$ cat src/logic/tcp_pkg.sv
/*
 Constants, register map and carrier types for the 8-bit timer/counter
 with two compare channels and waveform generation.
 Assumes a single 200 MHz clock and a plain register port.
*/
// What this block does
// - Counter advances only on the selected tick; clock select zero stops it.
// - Software can read and write the count at any time.
// - A software write to the count beats a same-cycle clear or count.
// - Count sequence and overflow flag follow the three-bit waveform mode.
// - Count equal to a compare value sets that channel's flag at next tick.
// - Flags request interrupts when enabled; clear on service or on writing one.
// - In fast PWM the overflow flag sets each time the count reaches TOP.
// - Fast PWM channel A: 00 off, 10 clear/set, 11 set/clear, 01 toggles if bit2.
// - Only channel A offers toggle in fast PWM; channel B does not.
// - Waveform reaches the pin only while its direction bit selects output.
// - Fast PWM output changes at match and goes opposite at TOP-to-BOTTOM wrap.
// - Fast PWM period is 256 ticks in mode 3; prescale 1, 8, 64, 256 or 1024.
// - Compare A at BOTTOM gives one-tick spike every MAX+1 ticks.
// - Compare A at MAX gives a constant output level.
// - Toggle mode gives 50% duty, up to half the clock with compare zero.
// - Any nonzero channel A mode bit hands the pin to the waveform output, except 01 in fast PWM with bit2 clear.
// - Non-PWM channel A: 00 off, 01 toggle, 10 clear, 11 set on match.
// - Fast PWM, compare A equals TOP with mode bit1 set: match ignored.
// - Control A: A mode 7:6, B mode 5:4, wave bits 1:0, 3:2 read zero.
package tcp_pkg;

    // Register offsets
    localparam logic [3:0] ADDR_CONTROL_A = 4'h0;
    localparam logic [3:0] ADDR_CONTROL_B = 4'h1;
    localparam logic [3:0] ADDR_COUNT     = 4'h2;
    localparam logic [3:0] ADDR_COMPARE_A = 4'h3;
    localparam logic [3:0] ADDR_COMPARE_B = 4'h4;
    localparam logic [3:0] ADDR_FLAGS     = 4'h5;
    localparam logic [3:0] ADDR_INT_EN    = 4'h6;
    localparam logic [3:0] ADDR_SERVICE   = 4'h7;
    localparam logic [3:0] ADDR_DIRECTION = 4'h8;

    // Field positions in flags, enable and service registers
    localparam int BIT_OVF   = 0;
    localparam int BIT_CMP_A = 1;
    localparam int BIT_CMP_B = 2;
    // Direction register bits
    localparam int BIT_DIR_A = 0;
    localparam int BIT_DIR_B = 1;
    // Waveform mode bit 2 sits in control B bit 3
    localparam int BIT_WGM2  = 3;

    localparam logic [7:0] RESET_BYTE   = 8'h00;
    localparam logic [7:0] CONTROL_A_RD = 8'hF3; // 3:2 read zero
    localparam logic [7:0] COUNT_MAX    = 8'hFF;
    localparam logic [7:0] COUNT_BOTTOM = 8'h00;

    // Prescale taps
    localparam int PRESCALE_W = 10;
    localparam logic [9:0] DIV_8    = 10'h007;
    localparam logic [9:0] DIV_64   = 10'h03F;
    localparam logic [9:0] DIV_256  = 10'h0FF;
    localparam logic [9:0] DIV_1024 = 10'h3FF;

    typedef enum logic [2:0] {
        CS_STOP, CS_DIV1, CS_DIV8, CS_DIV64, CS_DIV256, CS_DIV1024, CS_RSV6, CS_RSV7
    } tcp_clk_sel_t;

    typedef struct packed {
        logic [3:0] addr;
        logic [7:0] wdata;
        logic       wr;
        logic       rd;
    } tcp_bus_req_t;

    typedef struct packed {
        logic [1:0] mode_a;
        logic [1:0] mode_b;
        logic [2:0] wave;
    } tcp_config_t;

endpackage

$ cat src/logic/tcp_timer.sv
/*
 8-bit timer/counter with prescaler, two compare channels, overflow
 and compare flags, and the waveform generator driving two pins.
 Assumes bus strobes come from logic on clk_i; the service inputs are
 one-cycle pulses from the interrupt controller on the same clock.
*/
`timescale 1ns/1ps
module tcp_timer (
    input  wire logic               clk_i,
    input  wire logic               reset_i,
    input  wire tcp_pkg::tcp_bus_req_t bus_i,
    output logic [7:0]              rdata_o,
    input  wire logic               service_a_i,
    input  wire logic               service_b_i,
    input  wire logic               service_ovf_i,
    output logic [2:0]              irq_o,
    output logic                    wave_out_a_o,
    output logic                    wave_out_a_oe_o,
    output logic                    wave_out_b_o,
    output logic                    wave_out_b_oe_o
);

    tcp_pkg::tcp_config_t cfg;
    logic [2:0]  clock_select;
    logic [7:0]  timer_count;
    logic [7:0]  compare_value_a;
    logic [7:0]  compare_value_b;
    logic [2:0]  flags;
    logic [2:0]  int_en;
    logic [1:0]  direction;
    logic [9:0]  prescale;
    logic        timer_tick;
    logic        wave_a;
    logic        wave_b;
    logic        match_a_q;
    logic        match_b_q;
    logic        count_wr;
    logic [7:0]  top_value;
    logic        at_top;
    logic        fast_pwm;
    logic [7:0]  next_count;

    assign count_wr = bus_i.wr && bus_i.addr == tcp_pkg::ADDR_COUNT;

    // Control registers; reserved bits are simply not stored
    always_ff @(posedge clk_i or posedge reset_i) begin
        if (reset_i) begin
            cfg          <= '0;
            clock_select <= 3'h0;
            compare_value_a <= tcp_pkg::RESET_BYTE;
            compare_value_b <= tcp_pkg::RESET_BYTE;
            int_en       <= 3'h0;
            direction    <= 2'h0;
        end else if (bus_i.wr) begin
            case (bus_i.addr)
                tcp_pkg::ADDR_CONTROL_A: begin
                    cfg.mode_a    <= bus_i.wdata[7:6];
                    cfg.mode_b    <= bus_i.wdata[5:4];
                    cfg.wave[1:0] <= bus_i.wdata[1:0];
                end
                tcp_pkg::ADDR_CONTROL_B: begin
                    cfg.wave[2]  <= bus_i.wdata[tcp_pkg::BIT_WGM2];
                    clock_select <= bus_i.wdata[2:0];
                end
                tcp_pkg::ADDR_COMPARE_A: compare_value_a <= bus_i.wdata;
                tcp_pkg::ADDR_COMPARE_B: compare_value_b <= bus_i.wdata;
                tcp_pkg::ADDR_INT_EN:    int_en <= bus_i.wdata[2:0];
                tcp_pkg::ADDR_DIRECTION: direction <= bus_i.wdata[1:0];
                default: ;
            endcase
        end
    end

    // Free-running prescaler; taps chosen so the division is exact
    always_ff @(posedge clk_i or posedge reset_i) begin
        if (reset_i) begin
            prescale <= 10'h000;
        end else begin
            prescale <= prescale + 10'h001;
        end
    end

    // Tick selection; reserved codes behave as stopped
    always_comb begin
        case (tcp_pkg::tcp_clk_sel_t'(clock_select))
            tcp_pkg::CS_STOP:    timer_tick = 1'b0;
            tcp_pkg::CS_DIV1:    timer_tick = 1'b1;
            tcp_pkg::CS_DIV8:    timer_tick = (prescale[2:0] == tcp_pkg::DIV_8[2:0]);
            tcp_pkg::CS_DIV64:   timer_tick = (prescale[5:0] == tcp_pkg::DIV_64[5:0]);
            tcp_pkg::CS_DIV256:  timer_tick = (prescale[7:0] == tcp_pkg::DIV_256[7:0]);
            tcp_pkg::CS_DIV1024: timer_tick = (prescale == tcp_pkg::DIV_1024);
            default:             timer_tick = 1'b0;
        endcase
    end

    // Mode decode: 3 and 7 are fast PWM, 2 is clear-on-match, 7 tops at compare A
    assign fast_pwm  = (cfg.wave[1:0] == 2'h3);
    assign top_value = (cfg.wave == 3'h7 || cfg.wave == 3'h2) ? compare_value_a
                                                               : tcp_pkg::COUNT_MAX;
    assign at_top    = (timer_count == top_value);

    // Count sequence: wrap to bottom at TOP, else increment
    always_comb begin
        next_count = timer_count;
        if (timer_tick) begin
            next_count = at_top ? tcp_pkg::COUNT_BOTTOM : timer_count + 8'h01;
        end
    end

    always_ff @(posedge clk_i or posedge reset_i) begin
        if (reset_i) begin
            timer_count <= tcp_pkg::RESET_BYTE;
        end else if (count_wr) begin
            timer_count <= bus_i.wdata;
        end else begin
            timer_count <= next_count;
        end
    end

    // Compare latched; flag sets at the following tick
    always_ff @(posedge clk_i or posedge reset_i) begin
        if (reset_i) begin
            match_a_q <= 1'b0;
            match_b_q <= 1'b0;
        end else if (timer_tick) begin
            match_a_q <= (timer_count == compare_value_a);
            match_b_q <= (timer_count == compare_value_b);
        end
    end

    // Flags: set beats clear by one-write or by service
    logic [2:0] flag_set;
    logic [2:0] flag_clr;
    assign flag_set[tcp_pkg::BIT_OVF]   = timer_tick && at_top;
    assign flag_set[tcp_pkg::BIT_CMP_A] = timer_tick && match_a_q;
    assign flag_set[tcp_pkg::BIT_CMP_B] = timer_tick && match_b_q;
    assign flag_clr = ((bus_i.wr && bus_i.addr == tcp_pkg::ADDR_FLAGS) ? bus_i.wdata[2:0]
                                                                      : 3'h0)
                    | {service_b_i, service_a_i, service_ovf_i};

    always_ff @(posedge clk_i or posedge reset_i) begin
        if (reset_i) begin
            flags <= 3'h0;
        end else begin
            flags <= flag_set | (flags & ~flag_clr);
        end
    end

    assign irq_o = flags & int_en;

    // Channel A waveform
    logic hit_a;
    logic hit_b;
    logic wrap;
    assign wrap  = timer_tick && at_top;
    assign hit_a = timer_tick && timer_count == compare_value_a;
    assign hit_b = timer_tick && timer_count == compare_value_b;

    always_ff @(posedge clk_i or posedge reset_i) begin
        if (reset_i) begin
            wave_a <= 1'b0;
        end else if (fast_pwm) begin
            case (cfg.mode_a)
                2'h1: if (cfg.wave[2] && hit_a) wave_a <= ~wave_a;
                2'h2: begin
                    // Wrap wins so compare at TOP is ignored
                    if (wrap) wave_a <= 1'b1;
                    else if (hit_a) wave_a <= 1'b0;
                end
                2'h3: begin
                    if (wrap) wave_a <= 1'b0;
                    else if (hit_a) wave_a <= 1'b1;
                end
                default: ;
            endcase
        end else if (hit_a) begin
            case (cfg.mode_a)
                2'h1: wave_a <= ~wave_a;
                2'h2: wave_a <= 1'b0;
                2'h3: wave_a <= 1'b1;
                default: ;
            endcase
        end
    end

    // Channel B waveform: no toggle in fast PWM
    always_ff @(posedge clk_i or posedge reset_i) begin
        if (reset_i) begin
            wave_b <= 1'b0;
        end else if (fast_pwm) begin
            case (cfg.mode_b)
                2'h2: begin
                    if (wrap) wave_b <= 1'b1;
                    else if (hit_b) wave_b <= 1'b0;
                end
                2'h3: begin
                    if (wrap) wave_b <= 1'b0;
                    else if (hit_b) wave_b <= 1'b1;
                end
                default: ;
            endcase
        end else if (hit_b) begin
            case (cfg.mode_b)
                2'h1: wave_b <= ~wave_b;
                2'h2: wave_b <= 1'b0;
                2'h3: wave_b <= 1'b1;
                default: ;
            endcase
        end
    end

    // Pin drive: connected only with nonzero mode and direction set
    logic conn_a;
    logic conn_b;
    assign conn_a = (cfg.mode_a != 2'h0)
                 && !(fast_pwm && cfg.mode_a == 2'h1 && !cfg.wave[2]);
    assign conn_b = (cfg.mode_b != 2'h0) && !(fast_pwm && cfg.mode_b == 2'h1);
    assign wave_out_a_o    = wave_a;
    assign wave_out_b_o    = wave_b;
    assign wave_out_a_oe_o = conn_a && direction[tcp_pkg::BIT_DIR_A];
    assign wave_out_b_oe_o = conn_b && direction[tcp_pkg::BIT_DIR_B];

    // Read data one cycle after the strobe
    always_ff @(posedge clk_i or posedge reset_i) begin
        if (reset_i) begin
            rdata_o <= 8'h00;
        end else if (bus_i.rd) begin
            case (bus_i.addr)
                tcp_pkg::ADDR_CONTROL_A: rdata_o <= {cfg.mode_a, cfg.mode_b, 2'h0, cfg.wave[1:0]};
                tcp_pkg::ADDR_CONTROL_B: rdata_o <= {4'h0, cfg.wave[2], clock_select};
                tcp_pkg::ADDR_COUNT:     rdata_o <= timer_count;
                tcp_pkg::ADDR_COMPARE_A: rdata_o <= compare_value_a;
                tcp_pkg::ADDR_COMPARE_B: rdata_o <= compare_value_b;
                tcp_pkg::ADDR_FLAGS:     rdata_o <= {5'h00, flags};
                tcp_pkg::ADDR_INT_EN:    rdata_o <= {5'h00, int_en};
                tcp_pkg::ADDR_DIRECTION: rdata_o <= {6'h00, direction};
                default:                 rdata_o <= 8'h00;
            endcase
        end else begin
            rdata_o <= 8'h00;
        end
    end

endmodule

$ cat config.mk
export PLATFORM = sky130hd
export DESIGN_NAME = tcp_timer
export DESIGN_NICKNAME = d
export VERILOG_FILES = /design/src/logic/tcp_pkg.sv /design/src/logic/tcp_timer.sv
export SDC_FILE = /design/constraint.sdc
export NUM_CORES = 1
export LEC_CHECK = 0
export ABC_AREA = 1
export BUFFER_PORTS_ARGS = -buffer_cell sky130_fd_sc_hd__buf_2
export CELL_PAD_IN_SITES_DETAIL_PLACEMENT = 2
export CELL_PAD_IN_SITES_GLOBAL_PLACEMENT = 2
export CORE_ASPECT_RATIO = 0.75
export CORE_MARGIN = 5
export CORE_UTILIZATION = 35
export CTS_CLUSTER_DIAMETER = 200
export DETAILED_ROUTE_END_ITERATION = 10
export GPL_ROUTABILITY_DRIVEN = 0
export PLACE_DENSITY_LB_ADDON = 0.1
export SLEW_MARGIN = 20
export SYNTH_ARGS = -nofsm -noshare
export SYNTH_HDL_FRONTEND = slang
export SYNTH_SLANG_ARGS = --single-unit
$ cat constraint.sdc
create_clock -name clk_i -period 2.6 [get_ports clk_i]
set_clock_uncertainty 0.05 [all_clocks]
set_input_delay 0.52 -clock clk_i [delete_from_list [all_inputs] [get_ports clk_i]]
set_output_delay 0.52 -clock clk_i [all_outputs]
set_load 0.01 [all_outputs]
==> flow_metrics.env <==
export IMPL_dieArea_um2=11600
export IMPL_rsz0062_at_grt="no"
export IMPL_regArea_um2=1600
export IMPL_postRouteAntennaNets=0
export IMPL_hold_viol_final=0
export IMPL_initial_core_util_pct=36.4
export IMPL_mostFrequentLayoutCells="nand2_1, dfrtp_1, inv_1"
export IMPL_drive_above_1_share_pct=14.2
export IMPL_critPathSlowestCell="nor3b_4"
export IMPL_critPathCaptureType="flop"
export IMPL_synth_fp_nets=447
export IMPL_critPathMaxStageDelay_ns=0.42
export IMPL_hold_class="input port to async pin"
export IMPL_fillers=1023
export IMPL_async_reset_ff_share_pct=100
export IMPL_worstSetupStartpoint="prescale[0]"
export IMPL_layout_cells_non_filler=600
export IMPL_grt_max_degree=47
export IMPL_ioPinCount=34
export IMPL_track_usage_pct=21.6
export IMPL_ys_seq_area_share_pct=47.9
export IMPL_fp_dieW_um=123
export IMPL_worstPathMaxFanout=9
export IMPL_cpMostUsedCell="nand2_1"
export IMPL_htreeDepth=3
export IMPL_multiInputGateArea_um2=1490
export IMPL_r2r_start="prescale[0]"
export IMPL_cts_hold_buf=0
export IMPL_row_count=30
export IMPL_hpwl_um=8750
export IMPL_synth_enable_flop_cells=0
export IMPL_dp_slack_ns=0.367
export IMPL_avgSynthCellArea_um2=7.87
export IMPL_routedWlPerCell_um=19.1
export IMPL_clkTransAtPathRegs_ns=0.06
export IMPL_cts_sinks=64
export IMPL_synth_top_flop_cell="dfrtp_1"
export IMPL_cts_resized=0
export IMPL_r2r_end="timer_count[5]"
export IMPL_m1WireLength_um=5750
export IMPL_final_common_cell="nand2_1"
export IMPL_portBuffers=33
export IMPL_antenna_found_initial=0
export IMPL_clk_latency_ns=0.34
export IMPL_ys_ff_latch=64
export IMPL_drt_iter0_drc=138
export IMPL_drc=0
export IMPL_crit_required_ns=2.80
export IMPL_finalCritPeriodShare_pct=83.4
export IMPL_top_layer="met4"
export IMPL_worstPathArrival_ns=2.37
export IMPL_clock_root_buffer="clkbuf_16"
export IMPL_die_y_um=94.7
export IMPL_maxCapViolCount=0
export IMPL_layout_min_cycle_time_ns=2.17
export IMPL_coreArea_um2=9200
export IMPL_crit_end="timer_count[5]"
export IMPL_powerDensity_nw_per_um2=928
export IMPL_setup_ws_ns=0.431
export IMPL_path_cells="ha_1 > nand3_1 > nor2_2 > nand2_1 > nand2_1 > nand2_2 > nor2_8 > inv_4 > nor3b_4 > nand2_1 > o211ai_1"
export IMPL_dp_cells=584
export IMPL_total_power_uw=3750
export IMPL_r2r_cells=11
export IMPL_firstDrtPassIters=4
export IMPL_postCtsSetupBuffers=0
export IMPL_reg2reg_slack_ns=0.43
export IMPL_grt_pass1_wl_um=18800
export IMPL_syn_inst=425
export IMPL_diodes=0
export IMPL_max_freq_mhz=461
export IMPL_tns_ns=0
export IMPL_nNetsFinal=489
export IMPL_final_core_utilization_pct=43.9
export IMPL_maxSlewViolCount=0
export IMPL_peakVddDrop_mv=0.348
export IMPL_tightest_slew_ns=0.540
export IMPL_setup_viol=0
export IMPL_synth_distinct_cells=34
export IMPL_setup_worst_path_start_class="flop"
export IMPL_cts_buffers_inserted=9
export IMPL_path_class="flop to flop"
export IMPL_clockBufferDepth=2
export IMPL_overflow=0
export IMPL_slew_headroom_pct=63.9
export IMPL_viasPerCell=5.15
export IMPL_cts_tree="yes"
export IMPL_wl_met2_um=5180
export IMPL_wl_met3_um=403
export IMPL_power_leakage_uw=0.00203
export IMPL_num_vias=3089
export IMPL_ys_warn_count=0
export IMPL_area_delta_synth_final_pct=20.7
export IMPL_totalWireLength_um=11500
export IMPL_grt_pass1_vias=3388
export IMPL_syn_area_um2=3340
export IMPL_status="completed"
[power by group]
part	switching, µW	leakage, µW	internal (µW)
clock	457	0.000172	987
sequential	244	0.000829	1180
combinational	559	0.00103	321
[logic make-up after synthesis]
kind of cell / synth area share, %
buf+inv: 7.63
compound gates: 13.0
flops: 47.9
simple gates: 25.6
xor+xnor: 4.71
fa+ha+maj: 1.12
[stage by stage]
step                cell area (µm²)  hold WS (ns)
detailed placement             3680         0.395
finish                         4040         0.134
CTS                            4040         0.149
floorplan                      3340         0.371
global placement               3680         0.384
global route                   4040         0.168
[registers in the layout, indices dropped and copies added (netlist names), 2 cells and up]
signal           cells
compare_value_a      8
rdata_o              8
flags                3
direction            2
prescale            10
int_en               3
clock_select         3
compare_value_b      8
cfg                  7
timer_count          8
[critical path, delay by kind of cell, from the launching register on]
kind	cells	cell delay (ns)
buf+inv	1	0.07
simple gates	8	1.31
flops	1	0.36
fa+ha+maj	1	0.18
compound gates	1	0.11
[synthesized netlist by cell type, types with 2 or more instances]
cell type / count / share of area, %
o21ai_0: 40 / 6.0
nor3_1: 2 / 0.30
nand2_2: 3 / 0.56
nor2_2: 3 / 0.56
ha_1: 3 / 1.1
or2_2: 2 / 0.37
a21oi_1: 8 / 1.2
xor2_1: 10 / 2.6
nand2_1: 130 / 15
clkbuf_1: 3 / 0.34
dfrtp_1: 64 / 48
nor2_1: 30 / 3.4
inv_1: 60 / 6.7
nand3_1: 19 / 2.8
a221oi_1: 7 / 1.8
o22ai_1: 6 / 1.1
nand4_1: 5 / 0.94
o211ai_1: 6 / 1.3
nand3b_1: 2 / 0.45
xnor2_1: 8 / 2.1
[area by class of cell]
cell class	instances	area share (%)
clock buffer	11	6.26
clock inverter	5	2.54
inverter	63	5.92
multi-input combinational	294	36.9
sequential	64	39.7
tap	128	3.97
timing repair buffer	35	4.77
[worst min-delay path by stage]
stage | from | slack [ns] | endpoint | cells past startpoint
final | reset_i | 0.13 | timer_count[4] | 2
after detailed placement | prescale[0] | 0.40 | prescale[0] | 1
after global routing | reset_i | 0.17 | timer_count[3] | 2
after CTS | reset_i | 0.15 | timer_count[4] | 2
after global placement | prescale[0] | 0.38 | prescale[0] | 1
after floorplan | prescale[0] | 0.37 | prescale[0] | 1
[metal layers]
layer  global-route usage [%]  up-vias
met4                     5.87        0
met2                     34.4       51
li1                         -     1455
met1                     30.1     1567
met3                     4.25       16
met5                        0        -
Note: power is estimated with default switching activity, not from simulation.
